### src/rtl/kms_map.svh
`ifndef KMS_MAP_SVH
`define KMS_MAP_SVH
// ****************************************
// Register offsets
// ****************************************
`define KMS_REG_QUEUE  3'h0
`define KMS_REG_CFG    3'h1
`define KMS_REG_DEB    3'h2
`define KMS_REG_KIRQ   3'h3
`define KMS_REG_PORTS  3'h4
`define KMS_REG_REP    3'h5
`define KMS_REG_SLEEP  3'h6
// ****************************************
// Reset values
// ****************************************
`define KMS_RST_CFG    8'h0A
`define KMS_RST_DEB    8'hFF
`define KMS_RST_KIRQ   8'h00
`define KMS_RST_PORTS  8'hFE
`define KMS_RST_REP    8'h00
`define KMS_RST_SLEEP  8'h07
// ****************************************
// Field positions and codes
// ****************************************
`define KMS_CFG_AWAKE    7
`define KMS_CFG_IRQMODE  5
`define KMS_CFG_RELEASE  3
`define KMS_CFG_AUTOWAKE 1
`define KMS_PORTS_IRQ    1
`define KMS_REP_EN       7
`define KMS_EMPTY_CODE   7'h3F
`define KMS_REPEAT_CODE  7'h7E
// ****************************************
// Timing
// ****************************************
`define KMS_CLK_MHZ      200
`define KMS_OSC_KHZ      128
`define KMS_OSC_CYC      ((`KMS_CLK_MHZ * 1000) / `KMS_OSC_KHZ)
`define KMS_TICKS_PER_MS 6'h3F
`define KMS_DEB_BASE_MS  6'h09
`define KMS_WAKE_MS      2'h2
`define KMS_REP_DLY_MIN  8'h08
`define KMS_REP_RATE_MIN 8'h04
`endif

### src/rtl/kms_pkg.sv
package kms_pkg;
   // Bus slave phases
   typedef enum logic [2:0] {BS_IDLE, BS_ADDR, BS_AACK, BS_WR, BS_WACK, BS_RD, BS_RACK} kms_bus_t;
   // Two-wire slave state
   typedef struct packed {
      logic [2:0] scl;
      logic [2:0] sda;
      logic       scl_f;
      logic       sda_f;
      kms_bus_t   st;
      logic [3:0] bitc;
      logic [7:0] sh;
      logic       rw;
      logic       first;
      logic [2:0] ptr;
      logic [7:0] tx;
      logic       sda_oe;
   } kms_bus_s_t;
   // Control registers
   typedef struct packed {
      logic [7:0] cfg;
      logic [7:0] deb;
      logic [7:0] kirq;
      logic [7:0] ports;
      logic [7:0] rep;
      logic [7:0] sleep;
   } kms_regs_t;
endpackage

### src/rtl/kms_key_scan.sv
`timescale 1ns/1ps
`default_nettype none
`include "kms_map.svh"

module kms_key_scan #(
   parameter logic [6:0] DEV_ADDR      = 7'h38, // Arbitrary value
   parameter int         FIFO_DEPTH    = 16,
   parameter int         SLEEP_STEP_MS = 1000,
   parameter int         OSC_CYC       = `KMS_OSC_CYC
) (
   input  wire logic        clk_sys,
   input  wire logic        resetn,
   input  wire logic        scl_i,
   input  wire logic        sda_i,
   input  wire logic [63:0] key_raw,
   output logic             sda_o,
   output logic             sda_oe,
   output logic [5:0]       spare_column_outputs,
   output logic [5:0]       spare_column_outputs_oe,
   output logic             key_irq_pin,
   output logic             key_irq_pin_oe,
   output logic             asleep
);
   localparam int AW = $clog2(FIFO_DEPTH);
   localparam int OW = $clog2(OSC_CYC + 1);

   // ****************************************
   // Parameter checks
   // ****************************************
   if (FIFO_DEPTH < 16 || (FIFO_DEPTH & (FIFO_DEPTH - 1)) != 0) begin : g_bad_depth
      $error("FIFO_DEPTH must be a power of two, at least 16");
   end
   if (OSC_CYC < 2 || SLEEP_STEP_MS < 1 || SLEEP_STEP_MS > 9000) begin : g_bad_time
      $error("OSC_CYC or SLEEP_STEP_MS out of range");
   end

   // ****************************************
   // State
   // ****************************************
   typedef struct packed {
      kms_pkg::kms_bus_s_t             bus;
      kms_pkg::kms_regs_t              r;
      logic [63:0]                     k1;
      logic [63:0]                     k2;
      logic [63:0]                     k3;
      logic [63:0]                     kf;
      logic [63:0]                     kdb;
      logic [OW-1:0]                   osc;
      logic                            half;
      logic [5:0]                      tms;
      logic [5:0]                      dms;
      logic [5:0]                      sms;
      logic                            settled;
      logic [1:0]                      wms;
      logic [15:0]                     idle;
      logic [FIFO_DEPTH-1:0][6:0]      mem;
      logic [AW-1:0]                   head;
      logic [AW:0]                     cnt;
      logic                            rep_on;
      logic [7:0]                      rep_cnt;
      logic [4:0]                      tcnt;
      logic                            irq;
      logic [5:0]                      col_oe;
      logic                            irq_oe;
   } kms_core_t;

   kms_core_t   s_r;
   kms_core_t   s_nxt;
   logic        tick, ms, deb_cyc, ev, press, push, pop, ld0;
   logic        rep_push, tset, lvl, wr_cfg, scl_rise, scl_fall;
   logic        start, stop, awake, clr;
   logic [5:0]  dbper, idx;
   logic [5:0]  gpo_en;
   logic [63:0] kmask, kv, diff;
   logic [6:0]  pdata;
   logic [7:0]  rbyte;
   logic [3:0]  thr;

   // Lowest set bit of a key vector
   function automatic logic [5:0] kms_low(input logic [63:0] v);
      logic [5:0] r;
      r = 6'h00;
      for (int i = 63; i >= 0; i--) begin
         if (v[i]) begin
            r = 6'(i);
         end
      end
      return r;
   endfunction

   // ****************************************
   // Column output enables and key mask
   // ****************************************
   for (genvar i = 0; i < 6; i++) begin : g_col
      assign gpo_en[i] = ({1'b0, s_r.r.deb[7:5]} + 4'(i)) >= 4'h6;
      assign kmask[(i+2)*8 +: 8] = gpo_en[i] ? 8'h00 : 8'hFF;
   end
   assign kmask[15:0] = 16'hFFFF;

   // ****************************************
   // Next-state logic
   // ****************************************
   always_comb begin
      s_nxt    = s_r;
      tick     = 1'b0;
      ms       = 1'b0;
      deb_cyc  = 1'b0;
      push     = 1'b0;
      pop      = 1'b0;
      ld0      = 1'b0;
      rep_push = 1'b0;
      tset     = 1'b0;
      wr_cfg   = 1'b0;
      pdata    = 7'h00;
      rbyte    = 8'h00;
      awake    = s_r.r.cfg[`KMS_CFG_AWAKE];
      // Three-stage pin synchronisers, change taken when stages 2 and 3 agree
      s_nxt.bus.scl = {s_r.bus.scl[1:0], scl_i};
      s_nxt.bus.sda = {s_r.bus.sda[1:0], sda_i};
      s_nxt.k1 = key_raw;
      s_nxt.k2 = s_r.k1;
      s_nxt.k3 = s_r.k2;
      if (s_r.bus.scl[1] == s_r.bus.scl[2]) begin
         s_nxt.bus.scl_f = s_r.bus.scl[2];
      end
      if (s_r.bus.sda[1] == s_r.bus.sda[2]) begin
         s_nxt.bus.sda_f = s_r.bus.sda[2];
      end
      s_nxt.kf = (s_r.k2 & s_r.k3) | (s_r.kf & (s_r.k2 | s_r.k3));
      scl_rise = s_nxt.bus.scl_f & ~s_r.bus.scl_f;
      scl_fall = ~s_nxt.bus.scl_f & s_r.bus.scl_f;
      start = s_r.bus.scl_f & s_nxt.bus.scl_f & s_r.bus.sda_f & ~s_nxt.bus.sda_f;
      stop  = s_r.bus.scl_f & s_nxt.bus.scl_f & ~s_r.bus.sda_f & s_nxt.bus.sda_f;

      // Read data for the current pointer, queue pops on load
      unique case (s_r.bus.ptr)
         `KMS_REG_QUEUE: begin
            if (s_r.cnt == '0) begin
               rbyte = {1'b0, `KMS_EMPTY_CODE};
            end else begin
               rbyte = {(s_r.cnt > (AW+1)'(1)) && (s_r.mem[s_r.head][5:1] != 5'h1F),
                        s_r.mem[s_r.head]};
            end
         end
         `KMS_REG_CFG:   rbyte = s_r.r.cfg;
         `KMS_REG_DEB:   rbyte = s_r.r.deb;
         `KMS_REG_KIRQ:  rbyte = s_r.r.kirq;
         `KMS_REG_PORTS: rbyte = s_r.r.ports;
         `KMS_REG_REP:   rbyte = s_r.r.rep;
         `KMS_REG_SLEEP: rbyte = s_r.r.sleep;
         default:        rbyte = 8'h00;
      endcase

      // Two-wire register slave
      unique case (s_r.bus.st)
         kms_pkg::BS_IDLE: ;
         kms_pkg::BS_ADDR, kms_pkg::BS_WR: begin
            if (scl_rise) begin
               s_nxt.bus.sh   = {s_r.bus.sh[6:0], s_r.bus.sda_f};
               s_nxt.bus.bitc = s_r.bus.bitc + 4'h1;
            end else if (scl_fall && s_r.bus.bitc == 4'h8) begin
               s_nxt.bus.bitc   = 4'h0;
               s_nxt.bus.sda_oe = 1'b1;
               s_nxt.bus.st     = kms_pkg::BS_WACK;
               if (s_r.bus.st == kms_pkg::BS_ADDR) begin
                  s_nxt.bus.rw = s_r.bus.sh[0];
                  s_nxt.bus.st = kms_pkg::BS_AACK;
                  if (s_r.bus.sh[7:1] != DEV_ADDR) begin
                     s_nxt.bus.sda_oe = 1'b0;
                     s_nxt.bus.st     = kms_pkg::BS_IDLE;
                  end
               end else if (s_r.bus.first) begin
                  s_nxt.bus.first = 1'b0;
                  s_nxt.bus.ptr   = (s_r.bus.sh > 8'h06) ? 3'h7 : s_r.bus.sh[2:0];
               end else begin
                  unique case (s_r.bus.ptr)
                     `KMS_REG_CFG: begin
                        s_nxt.r.cfg = s_r.bus.sh;
                        wr_cfg = 1'b1;
                     end
                     `KMS_REG_DEB:   s_nxt.r.deb = s_r.bus.sh;
                     `KMS_REG_KIRQ:  s_nxt.r.kirq = s_r.bus.sh;
                     `KMS_REG_PORTS: s_nxt.r.ports = s_r.bus.sh;
                     `KMS_REG_REP:   s_nxt.r.rep = s_r.bus.sh;
                     `KMS_REG_SLEEP: s_nxt.r.sleep = s_r.bus.sh;
                     default: ;
                  endcase
               end
            end
         end
         kms_pkg::BS_AACK, kms_pkg::BS_WACK, kms_pkg::BS_RACK: begin
            if (scl_rise) begin
               s_nxt.bus.sh[0] = s_r.bus.sda_f;
            end else if (scl_fall) begin
               s_nxt.bus.sda_oe = 1'b0;
               s_nxt.bus.bitc   = 4'h0;
               s_nxt.bus.st     = kms_pkg::BS_WR;
               if (s_r.bus.st == kms_pkg::BS_RACK && s_r.bus.sh[0]) begin
                  s_nxt.bus.st = kms_pkg::BS_IDLE;
               end else if (s_r.bus.st != kms_pkg::BS_WACK && s_r.bus.rw) begin
                  s_nxt.bus.tx     = rbyte;
                  s_nxt.bus.sda_oe = ~rbyte[7];
                  s_nxt.bus.bitc   = 4'h1;
                  s_nxt.bus.st     = kms_pkg::BS_RD;
                  ld0 = (s_r.bus.ptr == `KMS_REG_QUEUE);
                  pop = ld0 && (s_r.cnt != '0);
               end
            end
         end
         kms_pkg::BS_RD: begin
            if (scl_fall) begin
               if (s_r.bus.bitc == 4'h8) begin
                  s_nxt.bus.sda_oe = 1'b0;
                  s_nxt.bus.st     = kms_pkg::BS_RACK;
               end else begin
                  s_nxt.bus.tx     = {s_r.bus.tx[6:0], 1'b0};
                  s_nxt.bus.sda_oe = ~s_r.bus.tx[6];
                  s_nxt.bus.bitc   = s_r.bus.bitc + 4'h1;
               end
            end
         end
      endcase
      if (start) begin
         s_nxt.bus.st     = kms_pkg::BS_ADDR;
         s_nxt.bus.bitc   = 4'h0;
         s_nxt.bus.first  = 1'b1;
         s_nxt.bus.sda_oe = 1'b0;
      end else if (stop) begin
         s_nxt.bus.st     = kms_pkg::BS_IDLE;
         s_nxt.bus.sda_oe = 1'b0;
      end

      // 128 kHz oscillator enable halved to the 64 kHz tick, then 1 ms
      s_nxt.osc = s_r.osc + OW'(1);
      if (s_r.osc == OW'(OSC_CYC - 1)) begin
         s_nxt.osc  = '0;
         s_nxt.half = ~s_r.half;
         tick       = s_r.half;
      end
      if (tick) begin
         s_nxt.tms = s_r.tms + 6'h01;
         ms        = (s_r.tms == `KMS_TICKS_PER_MS);
      end
      dbper = 6'(s_r.r.deb[4:0]) + `KMS_DEB_BASE_MS;
      if (ms && awake) begin
         s_nxt.dms = s_r.dms + 6'h01;
         if (s_r.dms >= dbper - 6'h01) begin
            s_nxt.dms = 6'h00;
            deb_cyc   = 1'b1;
         end
      end
      if (ms && s_r.wms != 2'h0) begin
         s_nxt.wms = s_r.wms - 2'h1;
      end

      // Matrix must hold still a full debounce period
      kv = s_r.kf & kmask;
      if (s_nxt.kf != s_r.kf || !awake || s_r.wms != 2'h0) begin
         s_nxt.sms     = 6'h00;
         s_nxt.settled = 1'b0;
      end else if (ms && !s_r.settled) begin
         s_nxt.sms = s_r.sms + 6'h01;
         s_nxt.settled = (s_r.sms >= dbper - 6'h01);
      end

      // One debounced event per cycle, lowest key first
      diff  = kv ^ s_r.kdb;
      idx   = kms_low(diff);
      ev    = s_r.settled && awake && diff != 64'h0;
      press = kv[idx];
      if (ev) begin
         s_nxt.kdb[idx] = press;
         push  = press || s_r.r.cfg[`KMS_CFG_RELEASE];
         pdata = {~press, idx};
         s_nxt.rep_on  = s_r.r.rep[`KMS_REP_EN] && (s_nxt.kdb != 64'h0);
         s_nxt.rep_cnt = {1'b0, s_r.r.rep[3:0], 3'h0} + `KMS_REP_DLY_MIN;
         s_nxt.tcnt    = s_r.r.kirq[4:0];
         // Debounce cycles counted from the event itself
         s_nxt.dms     = 6'h00;
      end else begin
         if (deb_cyc && s_r.rep_on) begin
            s_nxt.rep_cnt = s_r.rep_cnt - 8'h01;
            if (s_r.rep_cnt <= 8'h01) begin
               rep_push = 1'b1;
               push     = 1'b1;
               pdata    = `KMS_REPEAT_CODE;
               s_nxt.rep_cnt = {3'h0, s_r.r.rep[6:4], 2'h0} + `KMS_REP_RATE_MIN;
            end
         end
         if (deb_cyc && s_r.tcnt != 5'h00) begin
            s_nxt.tcnt = s_r.tcnt - 5'h01;
            tset       = (s_r.tcnt == 5'h01);
         end
      end
      if (!s_r.r.rep[`KMS_REP_EN]) begin
         s_nxt.rep_on = 1'b0;
      end

      // Event queue
      if (push && s_r.cnt < (AW+1)'(FIFO_DEPTH)) begin
         s_nxt.mem[AW'(s_r.head + s_r.cnt[AW-1:0])] = pdata;
         s_nxt.cnt = s_r.cnt + (AW+1)'(1);
      end
      if (pop) begin
         s_nxt.head = s_r.head + AW'(1);
         s_nxt.cnt  = s_nxt.cnt - (AW+1)'(1);
      end

      // Autosleep and autowake, queue contents left alone
      // Idle time restarts at once while asleep, so a wake never re-sleeps on stale time
      if (kv != 64'h0 || !awake) begin
         s_nxt.idle = 16'h0000;
      end else if (ms) begin
         s_nxt.idle = s_r.idle + 16'h0001;
      end
      if (awake && s_r.r.sleep[2:0] != 3'h0 &&
          32'(s_r.idle) >= 32'(s_r.r.sleep[2:0]) * SLEEP_STEP_MS) begin
         s_nxt.r.cfg[`KMS_CFG_AWAKE] = 1'b0;
         s_nxt.rep_on = 1'b0;
      end
      if (!awake && s_r.r.cfg[`KMS_CFG_AUTOWAKE] && kv != 64'h0) begin
         s_nxt.r.cfg[`KMS_CFG_AWAKE] = 1'b1;
         s_nxt.wms = `KMS_WAKE_MS;
      end

      // Key interrupt, set wins over clear
      thr = {s_r.r.kirq[7:5], 1'b0};
      lvl = (s_r.r.kirq[7:5] != 3'h0) && (s_nxt.cnt >= (AW+1)'(thr));
      clr = s_r.r.cfg[`KMS_CFG_IRQMODE] ? (s_nxt.cnt == '0) : pop;
      s_nxt.irq = tset || lvl || (s_r.irq && !clr);
      s_nxt.irq_oe = (s_r.r.kirq == 8'h00) ? ~s_r.r.ports[`KMS_PORTS_IRQ] : s_nxt.irq;
      s_nxt.col_oe = gpo_en & ~s_r.r.ports[7:2];

      // Synchronous reset to power-up values
      if (!resetn) begin
         s_nxt         = '0;
         s_nxt.bus.scl = 3'h7;
         s_nxt.bus.sda = 3'h7;
         s_nxt.bus.scl_f = 1'b1;
         s_nxt.bus.sda_f = 1'b1;
         s_nxt.r = '{cfg: `KMS_RST_CFG, deb: `KMS_RST_DEB, kirq: `KMS_RST_KIRQ,
                     ports: `KMS_RST_PORTS, rep: `KMS_RST_REP, sleep: `KMS_RST_SLEEP};
      end
   end

   // State register
   always_ff @(posedge clk_sys) begin
      s_r <= s_nxt;
   end

   // Open-drain pins only ever pull low
   assign sda_o                   = 1'b0;
   assign sda_oe                  = s_r.bus.sda_oe;
   assign spare_column_outputs    = 6'h00;
   assign spare_column_outputs_oe = s_r.col_oe;
   assign key_irq_pin             = 1'b0;
   assign key_irq_pin_oe          = s_r.irq_oe;
   assign asleep                  = ~s_r.r.cfg[`KMS_CFG_AWAKE];
endmodule // kms_key_scan
`default_nettype wire

### config.mk
export PLATFORM = sky130hd
export DESIGN_NAME = kms_key_scan
export DESIGN_NICKNAME = d
export VERILOG_FILES = /design/src/rtl/kms_pkg.sv /design/src/rtl/kms_key_scan.sv
export VERILOG_INCLUDE_DIRS = /design/src /design/src/rtl
export SDC_FILE = /design/constraint.sdc
export NUM_CORES = 1
export LEC_CHECK = 0
export ABC_AREA = 1
export BUFFER_PORTS_ARGS = -buffer_cell sky130_fd_sc_hd__buf_2
export CAP_MARGIN = 0
export CORE_MARGIN = 2
export CORE_UTILIZATION = 55
export DETAILED_ROUTE_END_ITERATION = 10
export HOLD_SLACK_MARGIN = 0.12
export PLACE_DENSITY = 0.75
export SYNTH_ARGS = -nofsm -noshare
export SYNTH_HDL_FRONTEND = slang
export SYNTH_SLANG_ARGS = --single-unit
### constraint.sdc
create_clock -name clk_sys -period 6.5 [get_ports clk_sys]
set_clock_uncertainty 0.2 [all_clocks]
set_input_delay 1.3 -clock clk_sys [delete_from_list [all_inputs] [get_ports clk_sys]]
set_output_delay 1.3 -clock clk_sys [all_outputs]
set_load 0.1 [all_outputs]
Word level (Yosys, flattened, before mapping)
Index checks and enable logic that the tools add are counted.

Register bits: 596. Bits of input ports: 68. Output and inout port bits: 17. Word-level logic and storage cells: 420.

Add/subtract/negate cells: 22. Multipliers: 1. Order comparisons: 19. Equal/unequal tests: 45. Mux-type cells: 162. Bitwise gates (word level): 30. Reduce and logical (&&, ||, !) cells: 82.

Operators with widths (number): 2-to-1 mux 6 bit (65); AND 64 bit (3); nonzero test 64 bit (3); 2-to-1 mux 8 bit (20); 2-to-1 mux 48 bit (3); bitwise OR 64 bit (2); bitwise mux 112 bit (1); 2-to-1 mux 49 bit (2); 2-to-1 mux 7 bit (11); bitwise mux 64 bit (1); != test 64 bit (1); bitwise XOR 64 bit (1); one-hot mux 8 bit (7 select lines) (1); AND reduction 6 bit (9); 2-to-1 mux 1 bit (30); binary-select mux 7 bit (select 4 bit) (1); demux 7 bit (select 4 bit) (1); 2-to-1 mux 4 bit (7); != test 2 bit (second input constant) (12); != test 4 bit (second input constant) (6); logical AND 1 bit (22); one-hot mux 7 bit (3 select lines) (1); AND reduction 7 bit (3); greater-or-equal comparator 4 x 3 -> 1 bit (second input constant) (5); 69 further kinds (150).

Longest topological paths before layout
Gate-level depths: netlist of run 1.

Depth in word-level cells: 83. Gate-level depth with buffers: 102. Depth with buffers taken out: 101.

Worst setup path before layout of run 1
Ideal clock, no wire load.

Path type: register to register. From: register s_r[550] in the netlist's numbering. To: register s_r, in the netlist key_irq_pin_oe. Library setup time: 0.109 ns. Data arrival time: 6.754 ns. Data required time: 6.191 ns. Path slack: -0.563 ns. Cell stages (with the launch flop): 102. Buffers on the path: 2. Period minus slack after synthesis: 7.063 ns. Path through: dfxtp_1 inv_1 ha_1 nand2_1 nand2_4 nor2_2 nand2_1 nand2_1 nand2_1 nand2_1 nand2_1 nand2_1 nand2_1 nand2_1 nand2_1 nand2_1 nand2_1 nand2_1 [66 not listed] nand2_1 nand2_1 inv_1 ha_1 or2_2 nand2_1 inv_1 ha_1 nand2_1 inv_1 nand3_1 nand2_1 nand2_1 nand3_1 nand2_1 nand4_1 nand2_1 inv_1.

Longest elaborated chain between the ends: 83. Elaborated cells on any way between the ends: 103. Classes of those cells: add/sub: 6; order compare: 7; mux: 78; bitwise: 2; reduce/logical: 10.

Ends and longest elaborated chain: start, declared (line kms_key_scan.sv:67) `kms_core_t s_r;`; start signal, assigned (line kms_key_scan.sv:348) `s_r <= s_nxt;`; adder 3 x 3 -> 4 bit (line kms_key_scan.sv:95) `assign gpo_en[i] = ({1'b0, s_r.r.deb[7:5]} + 4'(i)) >= 4'h6;`; greater-or-equal comparator 4 x 3 -> 1 bit (line kms_key_scan.sv:95); 2-to-1 mux 8 bit (line kms_key_scan.sv:96) `assign kmask[(i+2)*8 +: 8] = gpo_en[i] ? 8'h00 : 8'hFF;`; AND 64 bit * (line kms_key_scan.sv:257) `kv = s_r.kf & kmask;`; parallel branches: the longest is 77 deep, another holds bitwise XOR 64 bit; logical OR 1 bit * (line kms_key_scan.sv:330) `s_nxt.irq = tset || lvl || (s_r.irq && !clr);`; 2-to-1 mux 1 bit * (line kms_key_scan.sv:331) `` s_nxt.irq_oe = (s_r.r.kirq == 8'h00) ? ~s_r.r.ports[`KMS_PORTS_IRQ] : s_nxt.irq; ``.

Every way passes the cells marked *. The select of a mux whose other input is x is not followed. A chain may end at the register's enable or synchronous reset.

Worst setup path in the final report of run 1
Ends and elaborated chain as after synthesis.

==> results of run 1 <==
-- placed cells by master, fill, tap and decap left out, drive strengths merged, types with 4 or more instances in the layout --
cell,synthesis,layout
inv,749,752
nand2,722,728
dfxtp,596,596
a21oi,417,417
buf,40,370
nor2,353,353
o21ai,316,316
nand3,159,159
clkbuf,121,88
o22ai,86,86
nor3,83,83
nand4,76,76
ha,63,63
xor2,58,58
nor4,21,21
clkinv,5,21
xnor2,20,20
o211ai,19,19
a31oi,15,15
o21a,15,15
or2,12,12
a211oi,8,8
conb,1,8
bufinv,0,7
nor3b,6,6
o31ai,5,5
a41oi,5,5
fa,5,5
o221ai,4,4
a2111oi,4,4
a221oi,4,4
-- where the power goes --
part / switching [uW] / internal, uW / total (uW)
clock: 1490 / 2150 / 3640
combinational: 239 / 102 / 341
sequential: 37.9 / 3720 / 3750
total: 1770 / 5970 / 7740
-- kinds of logic (layout without fill, tap and decap cells) --
| logic type | after synthesis | count (layout) | share of synthesized area (%) |
|---|---|---|---|
| compound gates | 913 | 913 | 17.5 |
| xor+xnor | 78 | 78 | 2.48 |
| fa+ha+maj | 68 | 68 | 3.16 |
| buf+inv | 915 | 1240 | 12.7 |
| flops | 596 | 596 | 42.5 |
| mux | 1 | 1 | 0.0401 |
| other cells | 1 | 8 | 0.0133 |
| simple gates | 1437 | 1443 | 21.6 |
-- stage by stage --
step / instance area [sq um] / TNS, ps / util, %
finish: 34300 / -62260 / 68.2
global route: 34300 / -212600 / 68.2
CTS: 33200 / -18590 / 66.0
detailed placement: 30700 / -20410 / 61.0
global placement: 30700 / -18660 / 61.0
floorplan: 28200 / -462 / -
-- registers in the layout (all words and copies together) (netlist names) --
signal                   cells
s_r                        587
spare_column_outputs_oe      6
awake                        1
key_irq_pin_oe               1
sda_oe                       1
-- worst max-delay path, delay by kind of cell, from the launching register on --
kind,cells,cell delay [ps]
buffers and inverters,8,550
DFF,1,420
adders and majority gates,3,580
and+or+nand+nor,90,5670
-- synthesized netlist by cell type, types with 8 or more instances --
master      n
a211oi_1    8
a21oi_1   417
a31oi_1    15
buf_2      18
buf_4      14
clkbuf_1  121
dfxtp_1   596
ha_1       63
inv_1     745
nand2_1   715
nand3_1   158
nand4_1    76
nor2_1    347
nor3_1     82
nor4_1     21
o211ai_1   19
o21a_1     15
o21ai_0   284
o21ai_1    32
o22ai_1    86
or2_2      12
xnor2_1    20
xor2_1     56
-- layout make-up --
cell class                 instances  area (sq um)  share of cell area, %
clock buffer                      83          1740                   5.08
clock inverter                    28           358                   1.04
inverter                         754          2850                   8.32
multi-input combinational       2511         13500                   39.5
sequential                       596         11900                   34.8
tap                              672           841                   2.45
timing repair buffer             375          3010                   8.79
-- timing repair --
action	4_1_cts	5_1_grt
pin swaps	9	44
gates resized for setup	120	220
endpoints found under the setup margin	118	183
setup buffers	6	35
gates cloned	3	13
hold buffers	0	0
-- how the worst min path moves through the flow --
| stage | from | end | slack [ps] | cells past startpoint |
|---|---|---|---|---|
| finish | s_r[488]$_SDFF_PN0_ | s_r[424]$_SDFF_PN0_ | 210 | 2 |
| global route | s_r[594]$_SDFF_PN1_ | s_r[595]$_SDFF_PN1_ | 220 | 1 |
| CTS | s_r[494]$_SDFF_PN0_ | s_r[430]$_SDFF_PN0_ | 210 | 2 |
| detailed placement | s_r[467]$_SDFF_PN0_ | s_r[403]$_SDFF_PN0_ | 190 | 2 |
| global placement | s_r[489]$_SDFF_PN0_ | s_r[425]$_SDFF_PN0_ | 190 | 2 |
| floorplan | s_r[448]$_SDFF_PN0_ | s_r[384]$_SDFF_PN0_ | 190 | 2 |
-- layer usage --
layer  global-route usage, %  vias up  wire length [um]  part of all wire [%]
li1                        -    13490                 -                     -
met3                    4.29      235              5430                   6.8
met2                    48.3     1016             37600                    47
met5                       0        -                 0                     0
met4                    13.1        0              3840                   4.8
met1                    35.7    12402             33100                    41
==> results.yml, run 1 <==
worst_setup_path:
  r2r-end: "key_irq_pin_oe$_SDFF_PN0_"
  cpPeakStageDelay_ps: 420
  arrival_ps: 7850
  r2r_slack_ps: -1010
  start_kind: "flop"
  reg2reg_depth: 101
  critPathCaptureType: "flop"
  startpoint: "s_r[550]$_SDFFE_PN1P_"
  critPathRequiredTime_ps: 6840
  crit_type: "reg -> reg"
  crit_end: "key_irq_pin_oe$_SDFF_PN0_"
  crit_slowest_cell: "dfxtp_4"
  path_common_cell: "nand2_1"
  r2r_start: "s_r[550]$_SDFFE_PN1P_"
  worstPathMaxFanout: 7
sta:
  finalCritPeriodShare_pct: 115
  period_needed_ps: 7510
  rsz0062_at_grt: "yes"
  slew_viol_final: 0
  worstMarginPinSlew_ps: 1270
  whs_ps: 209
  finalHoldViolCount: 0
  fmax_mhz: 133
  worst_slack_ps: -1010
  relSlewSlack_pct: 15.1
  setup_viol: 120
place:
  place_congestion: 0.989
  dpl.cell_count: 4853
  numPortBuffers: 76
  dp_slack_ps: -947
  dpl.hpwl_um: 54300
global_route:
  grt_pass1_wl_um: 124000
  grt_max_degree: 105
  antenna_found_initial: 0
  overflow: 0
  grt_pass1_vias: 24739
  grtUsageTotal_pct: 28.5
cells_and_area:
  fin_cells: 5019
  syn_to_final_growth_pct: 21.9
  n_fill_cell: 4198
  layout.nets: 4435
  diodes: 0
  drive_gt1_share_pct: 15.6
clock_network:
  cts_tree: "built"
  clk_latency_ps: 650
  clock_tree.root_cell: "clkbuf_16"
  cts_max_path_buffers: 3
  cts.sinks: 596
  numCtsBuffers: 61
  clk_transition_reported_paths_ps: 60
  h-tree-depth: 2
drt:
  drtPass1Iterations: 6
  routed_wl_um: 80000
  via_count: 27143
  via_per_inst: 5.41
  drc: 0
  ant_nets: 0
  drt_iter0_drc: 2291
  avgRoutedWirePerCell_um: 15.9
floorplan:
  ioPinCount: 85
  die_w_um: 230
  rows: 82
  start_util_pct: 55.9
  die_h_um: 230
  dieArea_sq_um: 52900
  core_sq_um: 50300
yosys:
  synthFlopType: "dfxtp_1"
  synth_edf_count: 0
  avgSynthCellArea_sq_um: 7.01
  syn_inst: 4009
  syn_area_sq_um: 28100
  ys_seq_elements: 596
  ys_seq_area_share_pct: 42.5
  ys_top_cells_by_area: "dfxtp_1, inv_1, nand2_1"
  ys_types: 54
  synth_top_area_share_pct: 42.5
  async_flop_share_pct: 0
  yosysWarnings: 0
  synth_top_cell_by_area: "dfxtp_1"
power:
  p_per_area_nw_per_um2: 226
  power_uw: 7740
  irDropWorstVdd_uv: 234
  p_leak_uw: 0.0155
status:
  violations: "negative setup slack"
  outcome: "finished, violations left"
hold_path:
  hold_path_class: "reg -> reg"
job:
  drv_cap: 0
Note: power is estimated with default switching activity, not from simulation.
==> inputs of run 2 (changes only) <==
--- a/config.mk
+++ b/config.mk
@@ -14,6 +14,8 @@
 export DETAILED_ROUTE_END_ITERATION = 10
 export HOLD_SLACK_MARGIN = 0.12
 export PLACE_DENSITY = 0.75
+export RECOVER_POWER = 100
+export SLEW_MARGIN = 20
 export SYNTH_ARGS = -nofsm -noshare
 export SYNTH_HDL_FRONTEND = slang
 export SYNTH_SLANG_ARGS = --single-unit
==> run 2 against run 1 <==
The flow finishes with violations (max-capacitance violations, max-slew violations, negative setup slack); die area stayed put; combinational power about the same; global-route usage unchanged; maximum frequency about the same; flip-flop and latch count unchanged; final cell count did not move; non-clock buffer count did not move; wire length about the same; design area barely moved; largest cell class unchanged.
==> results.yml, run 2 (same netlist as run 1, synthesis figures left out) <==
floorplan:
  rows: 82
  core_sq_um: 50300
  start_util_pct: 55.9
  ioPinCount: 85
  die_h_um: 230
  dieArea_sq_um: 52900
  die_w_um: 230
worst_setup_path:
  crit_family: "simple AND/OR/NAND/NOR gates"
  path_common_cell: "nand2_1"
  path_buf_inv: 8
  start_kind: "flop"
  r2r-end: "key_irq_pin_oe$_SDFF_PN0_"
  critPathCaptureType: "flop"
  cp.depth: 101
  crit_type: "reg -> reg"
  cpPeakStageDelay_ps: 420
  startpoint: "s_r[550]$_SDFFE_PN1P_"
  reg2reg_depth: 101
  r2r_slack_ps: -1000
  critPathRequiredTime_ps: 6840
  crit_end: "key_irq_pin_oe$_SDFF_PN0_"
  worstPathMaxFanout: 7
  crit_slowest_cell: "dfxtp_4"
  r2r_start: "s_r[550]$_SDFFE_PN1P_"
  arrival_ps: 7840
hold_path:
  hold_path_class: "reg -> reg"
clock_network:
  cts.sinks: 596
  cts_tree: "built"
  numCtsBuffers: 61
  holdBufCountCts: 0
  cts_max_path_buffers: 3
  h-tree-depth: 2
  clk_transition_reported_paths_ps: 60
  clock_tree.root_cell: "clkbuf_16"
  clk_latency_ps: 640
cells_and_area:
  layout.cells.most_common_list: "inv_1, nand2_1, dfxtp_1"
  n_fill_cell: 4199
  syn_to_final_growth_pct: 21.9
  diodes: 0
  largest_reg_flops: 587
  largest_register: "s_r"
  drive_gt1_share_pct: 15.6
  final_area_sq_um: 34300
  layout.nets: 4435
  final_common_cell: "inv_1"
global_route:
  antenna_found_initial: 0
  grt_pass1_vias: 24739
  grtUsageTotal_pct: 28.5
  grt_max_degree: 105
  grt_pass1_wl_um: 124000
  overflow: 0
drt:
  routed_wl_um: 80000
  drtPass1Iterations: 6
  avgRoutedWirePerCell_um: 15.9
  drt_iter0_drc: 2243
  ant_nets: 0
  via_per_inst: 5.41
  via_count: 27169
  drc: 0
status:
  violations: "max-capacitance violations, max-slew violations, negative setup slack"
  outcome: "finished, violations left"
sta:
  finalCritPeriodShare_pct: 115
  worst_slack_ps: -1000
  worstMarginPinSlew_ps: 3510
  slew_viol_final: 123
  fmax_mhz: 133
  finalSetupTns_ps: -62700
  setup_viol: 120
  finalHoldViolCount: 0
  period_needed_ps: 7500
  rsz0062_at_grt: "yes"
  relSlewSlack_pct: -134
power:
  p_leak_uw: 0.0155
  p_per_area_nw_per_um2: 226
  irDropWorstVdd_uv: 235
place:
  dpl.hpwl_um: 54300
  numPortBuffers: 76
  placed_area_sq_um: 30700
  place_congestion: 0.989
  dp_slack_ps: -947
job:
  drv_cap: 2
-- run 2: worst min path at each step --
stage                   startpoint                  end  slack (ps)  cells past startpoint
6_report       s_r[496]$_SDFF_PN0_  s_r[432]$_SDFF_PN0_         210                      2
5_1_grt        s_r[594]$_SDFF_PN1_  s_r[595]$_SDFF_PN1_         220                      1
3_5_place_dp   s_r[467]$_SDFF_PN0_  s_r[403]$_SDFF_PN0_         190                      2
3_3_place_gp   s_r[489]$_SDFF_PN0_  s_r[425]$_SDFF_PN0_         190                      2
4_1_cts        s_r[494]$_SDFF_PN0_  s_r[430]$_SDFF_PN0_         210                      2
2_1_floorplan  s_r[448]$_SDFF_PN0_  s_r[384]$_SDFF_PN0_         190                      2
-- run 2: routing by layer --
layer  up-vias  track usage [%]  wire length (um)
met5         -                0                 0
met4         0             13.1              3930
met3       249             4.29              5490
met2      1042             48.3             37500
met1     12390             35.7             33100
li1      13488                -                 -
-- run 2: power by group --
part / leakage, uW / switching (uW) / total, uW / internal [uW]
Clock: 0.00104 / 1490 / 3640 / 2150
Combinational: 0.00966 / 239 / 342 / 103
Sequential: 0.00484 / 37.8 / 3750 / 3720
Total: 0.0155 / 1760 / 7730 / 5970
-- run 2: worst reg2reg max path, delay by kind of cell, from the launching register on --
family,cells,cell delay (ps)
flops,1,420
buf+inv,8,550
fa+ha+maj,3,580
simple gates,90,5670
-- run 2: cell type report --
class	count	area, sq um	share of cell area, %
clock buffer	83	1740	5.08
inverter	754	2850	8.33
tap	672	841	2.45
multi-input combinational	2511	13500	39.5
clock inverter	28	358	1.04
timing repair buffer	375	3010	8.77
sequential	596	11900	34.9
-- run 2: repair_timing --
item / 4_1_cts / 5_1_grt
pin swaps: 9 / 44
cloned: 3 / 13
setup buffers: 6 / 35
setup endpoints to repair: 118 / 183
resized for setup: 120 / 220
-- run 2: metrics by stage --
stage	power [uW]	hold slack, ps	utilization (%)	std cells
5_1_grt	7970	225	68.2	5019
6_report	7730	207	68.2	5019
2_1_floorplan	4060	190	-	4016
3_5_place_dp	4160	195	61.0	4853
3_3_place_gp	4150	192	61.0	4853
4_1_cts	7760	209	66.0	4973
